$ cat config.mk
export PLATFORM = sky130hd
export DESIGN_NAME = operand_address_gen
export DESIGN_NICKNAME = d
export VERILOG_FILES = /design/src/pkg/operand_address_gen_pkg.sv /design/src/verilog/displacement_adder.sv /design/src/verilog/operand_address_gen.sv
export VERILOG_INCLUDE_DIRS = /design/src /design/src/pkg
export SDC_FILE = /design/constraint.sdc
export NUM_CORES = 1
export LEC_CHECK = 0
export BUFFER_PORTS_ARGS = -buffer_cell sky130_fd_sc_hd__buf_2
export CAP_MARGIN = 20
export CORE_MARGIN = 5
export CORE_UTILIZATION = 34
export CTS_CLUSTER_DIAMETER = 200
export DETAILED_ROUTE_END_ITERATION = 10
export GPL_ROUTABILITY_DRIVEN = 1
export HOLD_SLACK_MARGIN = 0.02
export PLACE_DENSITY_LB_ADDON = 0.12
export SLEW_MARGIN = 10
export SYNTH_ARGS = -nofsm -noshare
export SYNTH_HDL_FRONTEND = slang
export SYNTH_SLANG_ARGS = --single-unit
$ cat constraint.sdc
create_clock -name clock -period 4.65 [get_ports clock]
set_input_delay 0 -clock clock [delete_from_list [all_inputs] [get_ports clock]]
set_output_delay 0 -clock clock [all_outputs]
set_load 0.02 [all_outputs]
$ cat src/pkg/operand_address_gen_params.svh
`ifndef OPERAND_ADDRESS_GEN_PARAMS_SVH
`define OPERAND_ADDRESS_GEN_PARAMS_SVH

// ==========================================
// widths and window geometry
`define OAG_DATA_W      8
`define OAG_ADDR_W      16
`define OAG_WIN_BYTES   8
`define OAG_WIN_SEL_W   3
`define OAG_PAIR_MASK   8'hfe
`define OAG_RESET_PTR   8'hc0

`endif

$ cat src/pkg/operand_address_gen_pkg.sv
package operand_address_gen_pkg;

    // ==========================================
    // addressing modes
    typedef enum logic [2:0] {
        register_mode,
        working_mode,
        pointer_operand_mode,
        indexed_mode,
        long_target_mode,
        pc_offset_mode,
        literal_operand_mode
    } mode_e;

    // ==========================================
    // instruction classes that pick the target space
    typedef enum logic [2:0] {
        move_instruction,
        code_memory_load,
        data_memory_load,
        long_branch,
        call_instruction,
        short_branch,
        other_instruction
    } instr_e;

    // ==========================================
    // target spaces
    typedef enum logic [1:0] {
        space_none,
        space_register,
        space_program,
        space_external
    } space_e;

    typedef enum logic [1:0] {
        idle_st,
        pair_st
    } seq_e;

endpackage

$ cat src/verilog/displacement_adder.sv
`timescale 1ns/1ps
`default_nettype none

`include "operand_address_gen_params.svh"

// ==========================================
// signed or unsigned offset added to a 16-bit base, wrapping
module displacement_adder #(
    parameter int ADDR_W = `OAG_ADDR_W
) (
    // operands
    input  wire logic [ADDR_W-1:0] base,
    input  wire logic [ADDR_W-1:0] offset,
    input  wire logic              short_signed,
    // result
    output logic      [ADDR_W-1:0] sum
);

    logic [ADDR_W-1:0] ext;

    always_comb begin
        // short offsets sign-extend from bit 7
        if (short_signed) begin
            ext = {{(ADDR_W-8){offset[7]}}, offset[7:0]};
        end else begin
            ext = offset;
        end
        sum = base + ext; // carry out dropped: modulo 2^16
    end

endmodule

`default_nettype wire

$ cat src/verilog/operand_address_gen.sv
`timescale 1ns/1ps
`default_nettype none

`include "operand_address_gen_params.svh"

module operand_address_gen
    import operand_address_gen_pkg::*;
#(
    parameter int DATA_W = `OAG_DATA_W,
    parameter int ADDR_W = `OAG_ADDR_W
) (
    // clock and reset
    input  wire logic                          clock,
    input  wire logic                          rst_b,
    // decoded instruction from execution unit
    input  wire logic                          start,
    input  wire operand_address_gen_pkg::mode_e  mode,
    input  wire operand_address_gen_pkg::instr_e instr,
    input  wire logic                          pair,
    input  wire logic                          short_offset,
    input  wire logic [DATA_W-1:0]             reg_field,
    input  wire logic [ADDR_W-1:0]             operand_field,
    input  wire logic [ADDR_W-1:0]             next_pc,
    // register pointer
    input  wire logic                          ptr_load,
    input  wire logic [DATA_W-1:0]             ptr_value,
    // register file read port
    output logic      [DATA_W-1:0]             rf_addr,
    input  wire logic [DATA_W-1:0]             rf_data,
    // results
    output logic                               done,
    output logic      [ADDR_W-1:0]             operand,
    output logic      [ADDR_W-1:0]             eff_addr,
    output operand_address_gen_pkg::space_e    space,
    output logic                               pc_load,
    output logic      [ADDR_W-1:0]             pc_value,
    output logic      [DATA_W-1:0]             reg_pointer
);

    import operand_address_gen_pkg::*;

    // ==========================================
    // state
    typedef struct packed {
        seq_e              seq;
        logic [DATA_W-1:0] ptr;
        logic [DATA_W-1:0] step_addr;
        logic [DATA_W-1:0] high;
        logic              done;
        logic [ADDR_W-1:0] operand;
        logic [ADDR_W-1:0] eff_addr;
        space_e            space;
        logic              pc_load;
        logic [ADDR_W-1:0] pc_value;
    } state_s;

    state_s cur;
    state_s next_cur;

    // ==========================================
    // helpers
    function automatic logic [DATA_W-1:0] window_addr(
        input logic [DATA_W-1:0] p,
        input logic [DATA_W-1:0] r
    );
        // window base aligned to 8 bytes, register index in the low bits
        window_addr = {p[DATA_W-1:`OAG_WIN_SEL_W], r[`OAG_WIN_SEL_W-1:0]};
    endfunction

    function automatic logic [DATA_W-1:0] even_of(input logic [DATA_W-1:0] a);
        even_of = a & `OAG_PAIR_MASK;
    endfunction

    function automatic space_e mem_space(input instr_e i);
        case (i)
            code_memory_load: mem_space = space_program;
            data_memory_load: mem_space = space_external;
            default:          mem_space = space_register;
        endcase
    endfunction

    // ==========================================
    // address path
    logic              use_window;
    logic [DATA_W-1:0] src_addr;
    logic [ADDR_W-1:0] add_base;
    logic [ADDR_W-1:0] add_off;
    logic              add_signed;
    logic [ADDR_W-1:0] add_sum;
    logic [ADDR_W-1:0] rd_word;

    // working modes pass a short register field through the window
    assign use_window = (mode == working_mode) || (mode == indexed_mode);
    assign src_addr   = use_window ? window_addr(cur.ptr, reg_field) : reg_field;
    assign rd_word    = {cur.high, rf_data};

    always_comb begin
        add_base   = '0;
        add_off    = '0;
        add_signed = 1'b0;
        if (mode == pc_offset_mode) begin
            add_base   = next_pc; // already past current instruction
            add_off    = operand_field;
            add_signed = 1'b1;
        end else if (instr == move_instruction) begin
            // base from instruction, offset from working register
            add_base = {{(ADDR_W-DATA_W){1'b0}}, operand_field[DATA_W-1:0]};
            add_off  = {{(ADDR_W-DATA_W){1'b0}}, rf_data};
        end else begin
            add_base   = rd_word; // base from working pair
            add_off    = operand_field;
            add_signed = short_offset;
        end
    end

    displacement_adder #(
        .ADDR_W (ADDR_W)
    ) u_adder (
        .base         (add_base),
        .offset       (add_off),
        .short_signed (add_signed),
        .sum          (add_sum)
    );

    // ==========================================
    // sequencer: one read for bytes, two for pairs (high then low)
    logic needs_pair;
    assign needs_pair = pair || ((mode == indexed_mode) && (instr != move_instruction));

    always_comb begin
        next_cur         = cur;
        next_cur.done    = 1'b0;
        next_cur.pc_load = 1'b0;
        rf_addr          = src_addr;
        if (ptr_load) begin
            next_cur.ptr = ptr_value;
        end
        case (cur.seq)
            idle_st: begin
                rf_addr = needs_pair ? even_of(src_addr) : src_addr;
                if (start) begin
                    next_cur.step_addr = even_of(src_addr) + 8'h01;
                    case (mode)
                        literal_operand_mode: begin
                            // no register read used at all
                            next_cur.operand  = operand_field;
                            next_cur.space    = space_none;
                            next_cur.done     = 1'b1;
                        end
                        long_target_mode: begin
                            next_cur.eff_addr = operand_field;
                            next_cur.done     = 1'b1;
                            if ((instr == long_branch) || (instr == call_instruction)) begin
                                next_cur.pc_load  = 1'b1;
                                next_cur.pc_value = operand_field;
                                next_cur.space    = space_program;
                            end else begin
                                next_cur.space = mem_space(instr);
                            end
                        end
                        pc_offset_mode: begin
                            // every instruction in this mode reaches here; only short branch loads the pc
                            next_cur.pc_load  = (instr == short_branch);
                            next_cur.pc_value = add_sum;
                            next_cur.eff_addr = add_sum;
                            next_cur.space    = space_program;
                            next_cur.done     = 1'b1;
                        end
                        default: begin
                            if (needs_pair) begin
                                next_cur.high = rf_data; // even register = msb
                                next_cur.seq  = pair_st;
                            end else begin
                                next_cur.operand = {{(ADDR_W-DATA_W){1'b0}}, rf_data};
                                next_cur.done    = 1'b1;
                                if (mode == indexed_mode) begin
                                    // move indexes the register file only
                                    next_cur.eff_addr = {{(ADDR_W-DATA_W){1'b0}},
                                                         add_sum[DATA_W-1:0]};
                                    next_cur.space    = space_register;
                                end else if (mode == pointer_operand_mode) begin
                                    // 8-bit pointer addresses a register
                                    next_cur.eff_addr = {{(ADDR_W-DATA_W){1'b0}}, rf_data};
                                    next_cur.space    = space_register;
                                end else begin
                                    next_cur.space = space_none;
                                end
                            end
                        end
                    endcase
                end
            end
            pair_st: begin
                rf_addr         = cur.step_addr; // odd register = lsb
                next_cur.seq    = idle_st;
                next_cur.done   = 1'b1;
                next_cur.operand = rd_word;
                if (mode == indexed_mode) begin
                    next_cur.eff_addr = add_sum;
                    next_cur.space    = mem_space(instr);
                end else if (mode == pointer_operand_mode) begin
                    // 16-bit pair points into memory for loads, into register space otherwise
                    next_cur.eff_addr = rd_word;
                    next_cur.space    = mem_space(instr);
                end else begin
                    next_cur.space = space_none;
                end
            end
            default: begin
                next_cur.seq = idle_st;
            end
        endcase
    end

    always_ff @(posedge clock or negedge rst_b) begin
        if (!rst_b) begin
            cur          <= '0;
            cur.seq      <= idle_st;
            cur.ptr      <= `OAG_RESET_PTR;
            cur.space    <= space_none;
        end else begin
            cur <= next_cur;
        end
    end

    // ==========================================
    // outputs
    assign done        = cur.done;
    assign operand     = cur.operand;
    assign eff_addr    = cur.eff_addr;
    assign space       = cur.space;
    assign pc_load     = cur.pc_load;
    assign pc_value    = cur.pc_value;
    assign reg_pointer = cur.ptr;

endmodule

`default_nettype wire

Word-level counts from Yosys, hierarchy flattened
Cells that the tools add are included.
{ "word_totals": {"input_bits": 68, "word_cells": 86, "ff_bits": 78} }
{ "op_classes": {"add_sub_neg": 2, "reduce_logical": 18, "n_mux": 32, "eq_ne": 23, "bitwise": 1} }
{ "op_table": {"columns": ["cell", "count"], "rows": [
  ["$mux W16", 7],
  ["$pmux W35 S2", 1],
  ["$mux W52", 1],
  ["$pmux W16 S3", 1],
  ["$mux W18", 2],
  ["$mux W35", 1],
  ["$mux W17", 2],
  ["$pmux W17 S2", 1],
  ["$pmux W16 S2", 1],
  ["$add A16 B16 Y16", 1],
  ["$pmux W8 S2", 1],
  ["$eq A3 B3 Y1 const B", 5],
  ["$eq A3 B2 Y1 const B", 4],
  ["$mux W2", 6],
  ["$ne A2 B2 Y1 const B", 6],
  ["$reduce_and A4 Y1", 3],
  ["$add A8 B1 Y8 const B", 1],
  ["$mux W8", 1],
  ["$eq A3 B1 Y1 const B", 2],
  ["$pmux W2 S3", 1],
  ["$reduce_and A3 Y1", 2],
  ["$reduce_and A6 Y1", 1],
  ["$mux W1", 5],
  ["$ne A5 B3 Y1 const B", 1],
  ["16 further kinds", 19]
]} }

Longest topological paths before layout
{ "logic_depth": {"word_depth": 10, "depth_mapped": 15, "depth_no_buf": 12} }

Modules after synthesis
Synthesis repeated with hierarchy kept, for this count alone.
{ "unflattened": {"hier_cells": 625, "hier_area_um2": 6014.5} }
{ "by_module_without_submodules": {"columns": ["module", "area_per_inst_um2", "cells_per_inst", "n_inst"], "rows": [
  ["operand_address_gen", 5217.5, 516, 1],
  ["displacement_adder", 797.0, 109, 1]
]} }

Least setup slack after synthesis
Ideal clock, no wire load.
{ "synth_path": {"kind": "input to register", "from": "input mode[2]", "to": "register cur (netlist bit eff_addr[12])", "slack_ns": 1.661, "setup_ns": 0.129, "t_arrival_ns": 2.860, "path_stages": 14, "required_ns": 4.521, "cell_sequence": "buf_4 -> nand2b_1 -> or2_2 -> clkbuf_1 -> nand2_1 -> mux2_2 -> ha_1 -> fa_1 -> a21oi_1 -> o21ai_0 -> a21o_1 -> a211oi_1 -> xor2_1 -> o21ai_0"} }
{ "synth_via": {"elab_chain_cells": 7} }
{ "synth_lines": {"columns": ["element", "line", "rtl"], "rows": [
  ["from (decl)", "operand_address_gen.sv:17", "input wire operand_address_gen_pkg::mode_e mode,"],
  ["$eq A3 B3 Y1", "operand_address_gen.sv:101, operand_address_gen.sv:143", null],
  ["$mux W16 / $mux W1 (equally long branches)", "operand_address_gen.sv:101", "if (mode == pc_offset_mode) begin"],
  ["$mux W16", "displacement_adder.sv:23", "if (short_signed) begin"],
  ["$add A16 B16 Y16", "displacement_adder.sv:28", "sum = base + ext;"],
  ["$pmux W16 S3", "operand_address_gen.sv:143", "case (mode)"],
  ["$mux W52", "operand_address_gen.sv:141", "if (start) begin"],
  ["$pmux W35 S2", "operand_address_gen.sv:138", "case (cur.seq)"],
  ["to (signal assigned)", "operand_address_gen.sv:222", "cur <= next_cur;"],
  ["to (decl)", "operand_address_gen.sv:57", "state_s cur;"]
]} }
Several ways; a longest one is shown, not always the timed one. The select of a mux whose other input is x is not followed.
A chain may end at the register's enable or synchronous reset.

Final worst setup path
{ "layout_path": {"from": "input instr[2]", "to": "register cur (netlist bit eff_addr[15])"} }
{ "layout_via": {"elab_chain_cells": 8} }
{ "layout_lines": {"columns": ["element", "line", "rtl"], "rows": [
  ["from (decl)", "operand_address_gen.sv:18", "input wire operand_address_gen_pkg::instr_e instr,"],
  ["$logic_not A3 Y1", "operand_address_gen.sv:105", "end else if (instr == move_instruction) begin"],
  ["$mux W16 / $mux W1 (equally long branches)", "operand_address_gen.sv:105", null],
  ["$mux W16 / $mux W1 (equally long branches)", "operand_address_gen.sv:101", null],
  ["$mux W16", "displacement_adder.sv:23", null],
  ["$add A16 B16 Y16", "displacement_adder.sv:28", null],
  ["$pmux W16 S3", "operand_address_gen.sv:143", null],
  ["$mux W52", "operand_address_gen.sv:141", null],
  ["$pmux W35 S2", "operand_address_gen.sv:138", null]
]} }
Several ways; a longest one is shown, not always the timed one. The select of a mux whose other input is x is not followed.

==> run summary <==
======================================================================================
Most common library cell in the layout ignoring fill and taps ...........        buf_2
Number of enable-type register cells in the synthesized netlist .........            0
VDD IR max ..............................................................     0.172 mV
Leakage Power ...........................................................   0.00319 µW
TritonCTS clock tree ....................................................         done
Number of nets still failing antenna checks after routing ...............            0
Worst hold stages .......................................................            2
Initial drt markers .....................................................          466
GRT Residual Overflow ...................................................            0
Maximum fanout along the worst path .....................................           11
Run status .............................................................. finished, final reports clean
Count of pins over their slew limit .....................................            0
Area enclosed by the die boundary .......................................    19200 µm²
Number of clock sinks seen by CTS .......................................           77
Vias per Instance .......................................................         5.35
Layout cells sized above 1 ..............................................        0.288
Count of cell instances traversed by the critical path ..................           13
Count of cells along the worst register-to-register path ................            8
Antenna violations before repair ........................................            0
Area growth, synth to finish ............................................        19.1%
Number of placement rows ................................................           47
Total wire length after detailed routing ................................     19700 µm
Distinct cells, synth ...................................................           68
Critical Path Max Stage Delay ...........................................       610 ps
Setup slack of the worst register-to-register path ......................      1870 ps
Number of antenna cells inserted ........................................            0
Synthesis Warnings ......................................................            0
Largest clock skew in the final design ..................................      9.38 ps
Slowest-stage cell, CP ..................................................        or3_1
Design Area, Final ......................................................     6700 µm²
Total CTS buffers .......................................................            9
Weighted congestion reported at the end of routability-driven placement .        0.860
Worst slew margin .......................................................        0.530
Global-route wire length before repair ..................................     30900 µm
Area of placed instances ................................................     6020 µm²
Total track usage .......................................................        0.202
Area of the core ........................................................    16400 µm²
CTS H-tree depth ........................................................            3
Worst slew pin tran .....................................................       701 ps
CP Capture Point ........................................................ eff_addr[15]$_DFFE_PN0P_
Origin of the critical flop-to-flop path ................................ cur[52]$_DFFE_PN0P_
Routed WL per cell ......................................................      20.6 µm
Capture point of the worst reg-to-reg path .............................. eff_addr[15]$_DFFE_PN0P_
Maximum number of pins on one net before global-route repair ............           78
Most frequent cells in the layout ....................................... buf_2, nand2_1, dfrtp_1
Initial core utilization ................................................        0.343
Worst-skew pair later-pin latency .......................................       350 ps
Final standard cell count with taps included and fillers excluded .......          953
Post-route total power ..................................................      2710 µW
Data arrival, critical path .............................................      3850 ps
Estimated wirelength of the detail-placed design ........................     14800 µm
Required time reported for the critical path endpoint ...................      4870 ps
Maximum root-to-sink buffer count .......................................            2
Launch point of the worst path ..........................................     instr[2]
Number of top-level design ports ........................................          136
Die Y-Extent ............................................................       139 µm
Number of violations of the max-capacitance limit .......................            0
Via count of the first global-routing pass ..............................         5175
CTS clock-pin slew for the worst setup and hold paths ...................        60 ps
Total instance count after detailed placement ...........................          902
P per Cell Area .........................................................   404 nW/µm²
Cell class contributing the biggest share of worst-path delay ........... simple AND/OR/NAND/NOR gates
Main synth FF type ......................................................      dfrtp_1
Finish-stage setup viols ................................................            0
Final worst path period need ............................................      3630 ps
Final sum of negative setup slack .......................................         0 ps
Element type at the critical path start .................................    input pin
Remaining routing DRC violations ........................................            0
Final hold violation count ..............................................            0
Length of the first detailed-routing pass in iterations .................            6
Buffer and inverter count on the worst path .............................            2
Post-synthesis net count ................................................          713
Worst hold slack after final layout .....................................      26.7 ps
Buffers on Ports ........................................................          135
CP cell instances ....................................................... dlygate4sd3_1 > buf_2 > or3_1 > a21oi_1 > nor2b_1 > a21o_1 > ha_1 > and2_4 > a221o_1 > a311oi_1 > o21bai_1 > and3b_1 > or3_1
Type of the tightest min-delay check ....................................       in2reg
Final Cycle Share .......................................................        0.781
Final Net Count .........................................................          812
Register bit total from synthesis .......................................           77
Vias post-DR ............................................................         5094
Die X-Extent ............................................................       139 µm
Async SR Flop Fraction ..................................................         1.00
Endpoint type of the worst setup path ...................................    flip-flop
Library cell used as clock root buffer ..................................    clkbuf_16
Cell repeated most along the worst path .................................        or3_1
Mean instance size in the synthesized netlist ...........................     8.94 µm²
Instance count of the mapped netlist ....................................          629
Fraction of the yosys area taken by sequential cells ....................        0.343
RSZ-0062 raised after global routing ....................................        false
Category of the most critical setup path ................................       in2reg
Highest achievable clock rate ...........................................      275 MHz
Post-CTS Setup Repair Bufs ..............................................            0
Netlist Area Pre-Place ..................................................     5620 µm²
======================================================================================
-- how the worst min path moves through the flow --
| stage | from | endpoint | slack [ps] |
|---|---|---|---|
| global route | rf_data[4] | cur[56]$_DFFE_PN0P_ | 20 |
| floorplan | rst_b | cur[52]$_DFFE_PN0P_ | -300 |
| CTS | rf_data[0] | cur[52]$_DFFE_PN0P_ | 20 |
| detailed placement | reg_field[1] | cur[61]$_DFFE_PN0P_ | 220 |
| global placement | reg_field[1] | cur[61]$_DFFE_PN0P_ | 210 |
| finish | rf_data[4] | cur[56]$_DFFE_PN0P_ | 30 |
-- worst reg2reg max path, stage by stage (launching register included) --
cell      delay, ps
dfrtp_1         440
a22o_1          230
ha_1            440
and2_4          230
a221o_1         350
a311oi_1        320
o21bai_1        160
and3b_1         200
or3_1           300
-- sequential cells by signal (all words and copies together) (netlist names) --
signal / flops
done: 1
eff_addr: 16
operand: 16
cur: 17
space: 2
pc_value: 16
reg_pointer: 8
pc_load: 1
-- stage by stage --
step,util,setup slack [ps]
after detailed placement,0.367,954
after floorplan,-,1660
after global routing,0.408,862
after global placement,0.367,1010
after CTS,0.405,1100
final,0.408,1020
-- metal layers --
metal / share of wire / wire length, µm / global-route usage
met5: 0 / 0 / 0
met4: 0.018 / 352 / 0.0577
met3: 0.055 / 1080 / 0.0372
met1: 0.48 / 9380 / 0.295
met2: 0.45 / 8840 / 0.308
-- report_power, final --
group / total [µW] / internal (µW) / leakage [µW] / switching [µW]
Combinational: 1040 / 406 / 0.00209 / 630
Clock: 739 / 444 / 0.000149 / 295
Sequential: 933 / 821 / 0.000951 / 113
-- cell usage after synthesis, drive strengths merged (7+ instances only) --
cell type | instances | share of area
mux2i | 14 | 0.025
buf | 68 | 0.091
a21oi | 30 | 0.027
mux2 | 36 | 0.072
a22oi | 20 | 0.027
a22o | 7 | 0.011
dfrtp | 75 | 0.33
nor3 | 7 | 0.0071
nand2 | 86 | 0.057
ha | 15 | 0.033
nor2 | 29 | 0.020
and3 | 7 | 0.0078
xnor2 | 10 | 0.016
a222oi | 8 | 0.014
a21o | 14 | 0.019
a31oi | 13 | 0.014
o21ai | 49 | 0.044
inv | 17 | 0.011
clkbuf | 22 | 0.015
-- cell families after synthesis --
| group | after synthesis | share of synthesized area |
|---|---|---|
| compound gates | 191 | 0.230 |
| xor+xnor | 16 | 0.0249 |
| fa+ha+maj | 16 | 0.0369 |
| simple gates | 170 | 0.144 |
| mux | 50 | 0.0970 |
| flops | 77 | 0.343 |
| buf+inv | 109 | 0.124 |
-- area by class of cell --
cell class	count	area (µm²)
Clock buffer	12	256
Clock inverter	4	47.5
Fill cell	1670	9710
Inverter	18	67.6
Multi-Input combinational cell	443	3000
Sequential cell	77	1930
Tap cell	220	275
Timing Repair Buffer	179	1110
-- what timing repair did --
action / CTS / global route
hold buffers: 32 / 1
hold endpoints to repair: 110 / 1
resized for setup: 0 / 0
Power figures use the tool's default switching activity.
